===== src/tlad_pkg.sv =====
// Package of shared constants and types for the operand-load and accumulate datapath.
package tlad_pkg;
  localparam int DATA_W     = 16;
  localparam int ACC_W      = 32;
  localparam int PAGE_W     = 9;
  localparam int OFS_W      = 7;
  localparam int ADDR_W     = 16;
  localparam int NUM_STATUS = 2;
  localparam int PM_W       = 2;
  localparam int PM_LSB     = 0;
  localparam logic [DATA_W-1:0] STATUS_RST = 16'h0000;
  localparam logic [DATA_W-1:0] OPERAND_RST = 16'h0000;
  localparam logic [ACC_W-1:0]  ACC_RST     = 32'h0000_0000;
  localparam logic [ADDR_W-1:0] ADDR_RST    = 16'h0000;
  localparam int RD_LATENCY = 1;

  typedef enum logic [2:0] {
    OP_LOAD_STATUS,
    OP_LOAD_SECOND_STATUS,
    OP_LOAD_OPERAND,
    OP_LOAD_OPERAND_ACCUMULATE,
    OP_LOAD_ACCUMULATE_MOVE,
    OP_LOAD_OPERAND_STORE_PRODUCT,
    OP_NONE
  } tlad_op_t;

  // Product shift modes: none, left 1, left 4, right 6 arithmetic.
  typedef enum logic [1:0] {
    PM_NONE  = 2'b00,
    PM_LEFT1 = 2'b01,
    PM_LEFT4 = 2'b10,
    PM_RIGHT6 = 2'b11
  } tlad_pm_t;
endpackage


===== src/tlad_datapath.sv =====
// Datapath executing status loads and operand loads with optional product accumulation.
// What this block does
// [RL1] Load-status-n copies the data word into status register n.
// [RL2] Second-status load writes the data word into the second status register.
// [RL3] Operand load fills the operand register; accumulator and product untouched.
// [RL4] Load-operand-accumulate loads operand and adds previous product to accumulator.
// [RL5] Product is shifted by the product shift mode field before any add.
// [RL6] Load-accumulate-move loads operand and adds product to accumulator.
// [RL7] Load-accumulate-move also writes the data word to the next higher address.
// [RL8] Software uses the data move only inside on-chip data RAM.
// [RL9] Load-operand-store-product loads operand and puts product into accumulator.
// [RL10] Direct address is page pointer joined with the seven-bit offset field.
// [RL11] Accumulate uses the product held before the instruction began.
`timescale 1ns/1ps
`default_nettype none
module tlad_datapath #(
  parameter int DATA_W = tlad_pkg::DATA_W,
  parameter int ACC_W  = tlad_pkg::ACC_W
) (
  input  wire logic                        mclk,
  input  wire logic                        rst,
  input  wire logic                        ce,
  input  wire logic                        op_valid,
  input  wire logic [2:0]                  op_code,
  input  wire logic                        status_index,
  input  wire logic                        indirect,
  input  wire logic [tlad_pkg::OFS_W-1:0]  dma_offset,
  input  wire logic [tlad_pkg::ADDR_W-1:0] indirect_addr,
  input  wire logic [tlad_pkg::PAGE_W-1:0] page_pointer,
  input  wire logic [ACC_W-1:0]            product_in,
  input  wire logic [DATA_W-1:0]           mem_rdata,
  output logic                             busy,
  output logic                             mem_rd,
  output logic                             mem_wr,
  output logic      [tlad_pkg::ADDR_W-1:0] mem_addr,
  output logic      [DATA_W-1:0]           mem_wdata,
  output logic      [DATA_W-1:0]           status0,
  output logic      [DATA_W-1:0]           second_status_register,
  output logic      [DATA_W-1:0]           multiplier_operand_register,
  output logic      [ACC_W-1:0]            accumulator,
  output logic                             done
);
  initial begin
    if (DATA_W != tlad_pkg::DATA_W) $error("tlad_datapath: DATA_W must be 16");
    if (ACC_W != tlad_pkg::ACC_W) $error("tlad_datapath: ACC_W must be 32");
  end

  typedef enum {ST_IDLE, ST_READ, ST_EXEC} tlad_state_t;

  typedef struct packed {
    tlad_state_t                  state;
    tlad_pkg::tlad_op_t           op;
    logic                         idx;
    logic [ACC_W-1:0]             prod;
    logic                         busy;
    logic                         rd;
    logic                         wr;
    logic [tlad_pkg::ADDR_W-1:0]  addr;
    logic [DATA_W-1:0]            wdata;
    logic [DATA_W-1:0]            st0;
    logic [DATA_W-1:0]            st1;
    logic [DATA_W-1:0]            treg;
    logic [ACC_W-1:0]             acc;
    logic                         done;
  } tlad_regs_t;

  tlad_regs_t       r_q;
  tlad_regs_t       r_d;
  logic [ACC_W-1:0] scaled;

  // Scaling mode comes from the second status register, as loaded.
  tlad_shifter #(.ACC_W(ACC_W)) u_shift (
    .product (r_q.prod),
    .mode    (r_q.st1[tlad_pkg::PM_LSB +: tlad_pkg::PM_W]),
    .scaled  (scaled)
  ); // [RL5]

  always_comb begin
    r_d      = r_q;
    r_d.wr   = 1'b0;
    r_d.rd   = 1'b0;
    r_d.done = 1'b0;
    case (r_q.state)
      ST_IDLE: begin
        // Codes six and seven, and any request while busy, are dropped without a sign.
        if (op_valid && (op_code < 3'd6)) begin
          r_d.op    = tlad_pkg::tlad_op_t'(op_code);
          r_d.idx   = status_index;
          // Product is captured at issue so a later multiply cannot leak in.
          r_d.prod  = product_in; // [RL11]
          r_d.addr  = indirect ? indirect_addr : {page_pointer, dma_offset}; // [RL10]
          r_d.rd    = 1'b1;
          r_d.busy  = 1'b1;
          r_d.state = ST_READ;
        end
      end
      ST_READ: begin
        r_d.state = ST_EXEC;
      end
      ST_EXEC: begin
        r_d.busy  = 1'b0;
        r_d.done  = 1'b1;
        r_d.state = ST_IDLE;
        case (r_q.op)
          tlad_pkg::OP_LOAD_STATUS: begin
            if (r_q.idx) begin
              r_d.st1 = mem_rdata; // [RL1]
            end else begin
              r_d.st0 = mem_rdata; // [RL1]
            end
          end
          tlad_pkg::OP_LOAD_SECOND_STATUS: begin
            r_d.st1 = mem_rdata; // [RL2]
          end
          tlad_pkg::OP_LOAD_OPERAND: begin
            r_d.treg = mem_rdata; // [RL3]
          end
          tlad_pkg::OP_LOAD_OPERAND_ACCUMULATE: begin
            r_d.treg = mem_rdata; // [RL4]
            r_d.acc  = r_q.acc + scaled; // [RL4] [RL5]
          end
          tlad_pkg::OP_LOAD_ACCUMULATE_MOVE: begin
            r_d.treg  = mem_rdata; // [RL6]
            r_d.acc   = r_q.acc + scaled; // [RL6] [RL5]
            // Address wraps at the top; outside on-chip RAM the move is undefined.
            r_d.addr  = r_q.addr + 16'h0001; // [RL7] [RL8]
            r_d.wdata = mem_rdata; // [RL7]
            r_d.wr    = 1'b1; // [RL7]
          end
          tlad_pkg::OP_LOAD_OPERAND_STORE_PRODUCT: begin
            r_d.treg = mem_rdata; // [RL9]
            // A plain store takes the product as held; only the adding paths scale it.
            r_d.acc  = r_q.prod; // [RL9] [RL11]
          end
          default: begin
            r_d.busy = 1'b0;
          end
        endcase
      end
      default: begin
        r_d.state = ST_IDLE;
      end
    endcase
  end

  always_ff @(posedge mclk) begin
    if (rst) begin
      r_q.state <= ST_IDLE;
      r_q.op    <= tlad_pkg::OP_NONE;
      r_q.idx   <= 1'b0;
      r_q.prod  <= tlad_pkg::ACC_RST;
      r_q.busy  <= 1'b0;
      r_q.rd    <= 1'b0;
      r_q.wr    <= 1'b0;
      r_q.addr  <= tlad_pkg::ADDR_RST;
      r_q.wdata <= tlad_pkg::STATUS_RST;
      r_q.st0   <= tlad_pkg::STATUS_RST;
      r_q.st1   <= tlad_pkg::STATUS_RST;
      r_q.treg  <= tlad_pkg::OPERAND_RST;
      r_q.acc   <= tlad_pkg::ACC_RST;
      r_q.done  <= 1'b0;
    end else if (ce) begin
      r_q <= r_d;
    end
  end

  assign busy                        = r_q.busy;
  assign mem_rd                      = r_q.rd;
  assign mem_wr                      = r_q.wr;
  assign mem_addr                    = r_q.addr;
  assign mem_wdata                   = r_q.wdata;
  assign status0                     = r_q.st0;
  assign second_status_register      = r_q.st1;
  assign multiplier_operand_register = r_q.treg;
  assign accumulator                 = r_q.acc;
  assign done                        = r_q.done;

  // The done checks look back one edge, so they run only when that edge was enabled;
  // a pulse frozen by a low enable is then never held against stale history.
  wire dn = r_q.done;

  status_load_a: assert property (@(posedge mclk) disable iff (rst) // [RL1]
    $past(ce) && dn && $past(r_q.op, 1) == tlad_pkg::OP_LOAD_STATUS && $past(r_q.idx, 1)
    |-> r_q.st1 == $past(mem_rdata, 1)) else $error("status n load wrong");
  status0_load_a: assert property (@(posedge mclk) disable iff (rst) // [RL1]
    $past(ce) && dn && $past(r_q.op, 1) == tlad_pkg::OP_LOAD_STATUS && !$past(r_q.idx, 1)
    |-> r_q.st0 == $past(mem_rdata, 1)) else $error("status zero load wrong");
  second_status_a: assert property (@(posedge mclk) disable iff (rst) // [RL2]
    $past(ce) && dn && $past(r_q.op, 1) == tlad_pkg::OP_LOAD_SECOND_STATUS
    |-> r_q.st1 == $past(mem_rdata, 1)) else $error("second status load wrong");
  operand_only_a: assert property (@(posedge mclk) disable iff (rst) // [RL3]
    $past(ce) && dn && $past(r_q.op, 1) == tlad_pkg::OP_LOAD_OPERAND
    |-> r_q.treg == $past(mem_rdata, 1) && $stable(r_q.acc))
    else $error("operand load disturbed accumulator");
  accumulate_sum_a: assert property (@(posedge mclk) disable iff (rst) // [RL4]
    $past(ce) && dn && $past(r_q.op, 1) == tlad_pkg::OP_LOAD_OPERAND_ACCUMULATE
    |-> r_q.acc == $past(r_q.acc, 1) + $past(scaled, 1)) else $error("accumulate wrong");
  shift_mode_a: assert property (@(posedge mclk) disable iff (rst) // [RL5]
    r_q.st1[1:0] == 2'b01 |-> scaled == {r_q.prod[ACC_W-2:0], 1'b0})
    else $error("product shift wrong");
  move_accum_a: assert property (@(posedge mclk) disable iff (rst) // [RL6]
    $past(ce) && dn && $past(r_q.op, 1) == tlad_pkg::OP_LOAD_ACCUMULATE_MOVE
    |-> r_q.acc == $past(r_q.acc, 1) + $past(scaled, 1)) else $error("move accumulate wrong");
  move_write_a: assert property (@(posedge mclk) disable iff (rst) // [RL7]
    $past(ce) && dn && $past(r_q.op, 1) == tlad_pkg::OP_LOAD_ACCUMULATE_MOVE
    |-> r_q.wr && r_q.addr == $past(r_q.addr, 1) + 16'h0001 && r_q.wdata == $past(mem_rdata, 1))
    else $error("data move wrong");
  store_product_a: assert property (@(posedge mclk) disable iff (rst) // [RL9]
    $past(ce) && dn && $past(r_q.op, 1) == tlad_pkg::OP_LOAD_OPERAND_STORE_PRODUCT
    |-> r_q.acc == $past(r_q.prod, 1)) else $error("store product wrong");
  direct_addr_a: assert property (@(posedge mclk) disable iff (rst) // [RL10]
    ce && r_q.state == ST_IDLE && op_valid && op_code < 3'd6 && !indirect
    |=> r_q.addr == {$past(page_pointer), $past(dma_offset)}) else $error("direct address wrong");
  held_product_a: assert property (@(posedge mclk) disable iff (rst) // [RL11]
    ce && r_q.state == ST_READ |=> ce |-> $stable(r_q.prod)) else $error("product changed mid op");

  cov_accum_c: cover property (@(posedge mclk) dn && r_q.op == tlad_pkg::OP_LOAD_OPERAND_ACCUMULATE);
  cov_move_c:  cover property (@(posedge mclk) r_q.wr);
  cov_store_c: cover property (@(posedge mclk) dn && r_q.op == tlad_pkg::OP_LOAD_OPERAND_STORE_PRODUCT);
  cov_status_c: cover property (@(posedge mclk) dn && r_q.op == tlad_pkg::OP_LOAD_STATUS);
  cov_stall_c: cover property (@(posedge mclk) r_q.state == ST_READ && !ce);
endmodule
`default_nettype wire


===== src/tlad_shifter.sv =====
// Product scaler that applies the product shift mode before accumulation.
`timescale 1ns/1ps
`default_nettype none
module tlad_shifter #(
  parameter int ACC_W = 32
) (
  input  wire logic [ACC_W-1:0] product,
  input  wire logic [1:0]       mode,
  output logic      [ACC_W-1:0] scaled
);
  initial begin
    if (ACC_W < 8) $error("tlad_shifter: ACC_W too small");
  end

  always_comb begin
    case (mode)
      2'b00:   scaled = product;
      2'b01:   scaled = {product[ACC_W-2:0], 1'b0};
      2'b10:   scaled = {product[ACC_W-5:0], 4'h0};
      default: scaled = {{6{product[ACC_W-1]}}, product[ACC_W-1:6]};
    endcase
  end
endmodule
`default_nettype wire

===== config.mk =====
export PLATFORM = sky130hd
export DESIGN_NAME = tlad_datapath
export DESIGN_NICKNAME = d
export VERILOG_FILES = /design/src/tlad_pkg.sv /design/src/tlad_datapath.sv /design/src/tlad_shifter.sv
export SDC_FILE = /design/constraint.sdc
export NUM_CORES = 1
export LEC_CHECK = 0
export BUFFER_PORTS_ARGS = -buffer_cell sky130_fd_sc_hd__buf_2
export CAP_MARGIN = 20
export CORE_MARGIN = 3
export CORE_UTILIZATION = 55
export DETAILED_ROUTE_END_ITERATION = 8
export PLACE_DENSITY = 0.8
export SETUP_SLACK_MARGIN = 0.3
export SLEW_MARGIN = 20
export SYNTH_ARGS = -nofsm -noshare
export SYNTH_HDL_FRONTEND = slang
export SYNTH_SLANG_ARGS = --single-unit

===== constraint.sdc =====
create_clock -name mclk -period 7 [get_ports mclk]
set_clock_uncertainty 0.15 [all_clocks]
set_input_delay 0 -clock mclk [delete_from_list [all_inputs] [get_ports mclk]]
set_output_delay 0 -clock mclk [all_outputs]
set_load 0.03 [all_outputs]

==> flow_metrics.env <==
export IMPL_place_area_um2=9900
export IMPL_p_leak_nw=4.87
export IMPL_grt_pass1_vias=9148
export IMPL_final_period_utilization=0.586
export IMPL_drt_iter0_markers=908
export IMPL_grt_max_degree=77
export IMPL_synth_xor_area_frac=0.0255
export IMPL_startpoint_type="register"
export IMPL_netlist_instances=1230
export IMPL_critPathKind="reg -> reg"
export IMPL_synth_common_cells="nand2_1, a21oi_1, dfxtp_1, buf_4, clkbuf_1"
export IMPL_numPortBuffers=204
export IMPL_tns_ps=0
export IMPL_synth_nets=1354
export IMPL_synth_adder_area_share=0.0462
export IMPL_crit_fanout=21
export IMPL_worst_slew_pin_slew_ps=867
export IMPL_yosys_area_top_type="dfxtp_1"
export IMPL_wire_per_inst_um=18.3
export IMPL_yosys_cell_count_top_type="nand2_1"
export IMPL_async_flop_share=0
export IMPL_avgSynthCellArea_um2=7.83
export IMPL_synth_area_um2=9630
export IMPL_crit_path_end_kind="register"
export IMPL_ys_ff_latch=154
export IMPL_insertion_delay_ps=420
export IMPL_gp_congestion=0.971
export IMPL_synth_compound_area_frac=0.205
export IMPL_hold_violations=0
export IMPL_htreeDepth=4
export IMPL_grt_pass1_wl_mm=47.3
export IMPL_synth_top_family_by_area="compound AO/OA/AOI/OAI gates"
export IMPL_tritoncts="yes"
export IMPL_place_hpwl_mm=19.3
export IMPL_outcome="finished, final reports clean"
export IMPL_vdd_drop_max_uv=186
export IMPL_core_rowCount=47
export IMPL_wirelength_mm=29.2
export IMPL_ys_warn_count=0
export IMPL_clockBufferDepth=2
export IMPL_vias=9382
export IMPL_cts_sinks=154
export IMPL_holdWs_ps=35.4
export IMPL_synth_top_cell_area_share=0.320
export IMPL_cts_inserted_buffers=17
export IMPL_final_antenna_net_count=0
export IMPL_drc_errors=0
export IMPL_slew_viol_final=0
export IMPL_drt_pass1_iter_count=5
export IMPL_rsz0062_at_grt="false"
export IMPL_grt_antenna_before_repair=1
export IMPL_grt_usage=0.298
export IMPL_yosys_area_share_simple=0.198
export IMPL_setup_viol=0
export IMPL_die_h_um=138
export IMPL_die_x_um=138
export IMPL_grt_overflow_total=0
export IMPL_initial_core_util=0.571
export IMPL_max_slew_margin=0.421
export IMPL_core_region_area_um2=16900
export IMPL_clk_pin_slew_ps=70
export IMPL_die_area_um2=19100
export IMPL_synth_edf_count=0
export IMPL_synthTopCellsByArea="dfxtp_1, nand2_1, buf_4, a21oi_1, mux4_2"
export IMPL_num_nets_final=1483
export IMPL_cts_root_buffer="clkbuf_16"
export IMPL_final_cell_area_um2=11400
export IMPL_drv_cap=0
export IMPL_required_ps=7200
export IMPL_fmax_mhz=244
export IMPL_synth_distinct_cells=72
export IMPL_hold_class="in -> reg"
export IMPL_slowest_delay_ps=620
export IMPL_arrival_ps=4300
export IMPL_drive_gt1_frac=0.220
export IMPL_critical_path_slowest_cell="dfxtp_2"
export IMPL_via_per_inst=5.89
export IMPL_ys_seq_area_frac=0.320
export IMPL_syn_to_final_growth_pct=18.3
export IMPL_power_density_nw_per_um2=182
export IMPL_synthMuxAreaShare=0.0808
export IMPL_path_cells="buf_4 -> mux4_2 -> ha_1 -> a21oi_1 -> nand2_1 -> a221oi_1 -> o31ai_4 -> a221oi_2 -> xor2_1 -> or4_1 -> a31oi_1"
export IMPL_synth_ff_type="dfxtp_1"
export IMPL_io_pins=205
export IMPL_final_min_clock_period_ps=4100
==> report_power, final <==
group          leakage [nW]  internal (mW)  total (mW)  switching, mW
combinational          3.33          0.102       0.216          0.114
clock                 0.296          0.546       0.944          0.399
sequential             1.25          0.892       0.918         0.0259
==> critical path: cells and delay by family, from the launching register on <==
family                   cells  cell delay [ps]
AO/OA/AOI/OAI                5             1320
multiplexers                 1              560
AND/OR/NAND/NOR              2              480
XOR/XNOR                     1               90
buffers and inverters        1              410
flip-flops                   1              620
adder cells (fa/ha/maj)      1              390
==> logic make-up (layout without fill, tap and decap cells) <==
logic type                 after synthesis  in the layout
xor gates and xnor gates                28             28
other                                    0              1
buffers and inverters                  206            348
adders and majority gates               35             35
AOI/OAI and AO/OA                      312            312
and+or+nand+nor                        451            451
muxes                                   44             44
DFF                                    154            154
==> repair_timing <==
item	4_1_cts	5_1_grt
hold buffers	86	0
endpoints found under the hold margin	122	0
resized for setup	0	0
setup buffers	0	0
==> registers in the layout, summed over array words and instances (netlist names) <==
signal and cells:
second_status_register 16, mem_wdata 16, r_q 38, mem_addr 16
mem_rd 1, multiplier_operand_register 16, mem_wr 1, accumulator 32
status0 16, done 1, busy 1
==> metrics by stage <==
step           std cells  utilization  total power, mW  setup WS (ps)
2_1_floorplan       1230            -             1.04           2640
3_3_place_gp        1473        0.586             1.10           3000
3_5_place_dp        1473        0.587             1.10           2910
4_1_cts             1591        0.673             2.08           2900
5_1_grt             1593        0.675             2.14           2570
6_report            1593        0.675             2.08           2900
==> metal layers <==
metal  wire [um]  global-route usage
met1       11700               0.370
met2       13600               0.480
met3        2740              0.0881
met4        1220               0.132
met5           0                   0
==> worst paths after layout <==
check,start,endpoint,slack [ps],cells past startpoint
max,second_status_register[0]$_SDFFE_PP0P_,accumulator[31]$_SDFFE_PP0P_,2900,11
min,op_valid,r_q[152]$_SDFFE_PP0P_,40,4
max reg2reg,second_status_register[0]$_SDFFE_PP0P_,accumulator[31]$_SDFFE_PP0P_,2900,11
min reg2reg,status0[14]$_SDFFE_PP0P_,status0[14]$_SDFFE_PP0P_,300,2
==> layout by cell type, fill, tap and decap left out, types with 5 or more instances in the layout <==
cell           netlist  final
buf_4              112     12
ha_1                34     34
nand3_1             21     21
a31oi_1              9      9
nand2_1            295    295
nand2b_1             6      6
a211oi_1            10     10
buf_2                2    203
mux4_2              27     27
clkbuf_16            0     17
xnor2_1             20     20
mux2i_1             17     17
dlygate4sd3_1        0     86
a22oi_1             10     10
a21o_1              16     16
inv_1               14     14
o21ai_0             42     42
o211ai_1             5      5
nor2b_1              7      7
o32ai_1              5      5
nor2_1              72     71
inv_6                0      6
dfxtp_1            154    153
and3_1              10     10
xor2_1               8      8
and2_1               6      6
a21oi_1            157    156
a311oi_1            13     13
nor3_1              11     10
==> final cells by class <==
cell class	instances	area (um^2)
Inverter	14	52.6
Sequential cell	154	3080
Clock buffer	19	443
Timing Repair Buffer	302	1990
Tap cell	220	275
Fill cell	1351	5480
Antenna cell	1	2.50
Clock inverter	13	155
Multi-Input combinational cell	870	5390
No activity file was read; power rests on OpenSTA's default activity.
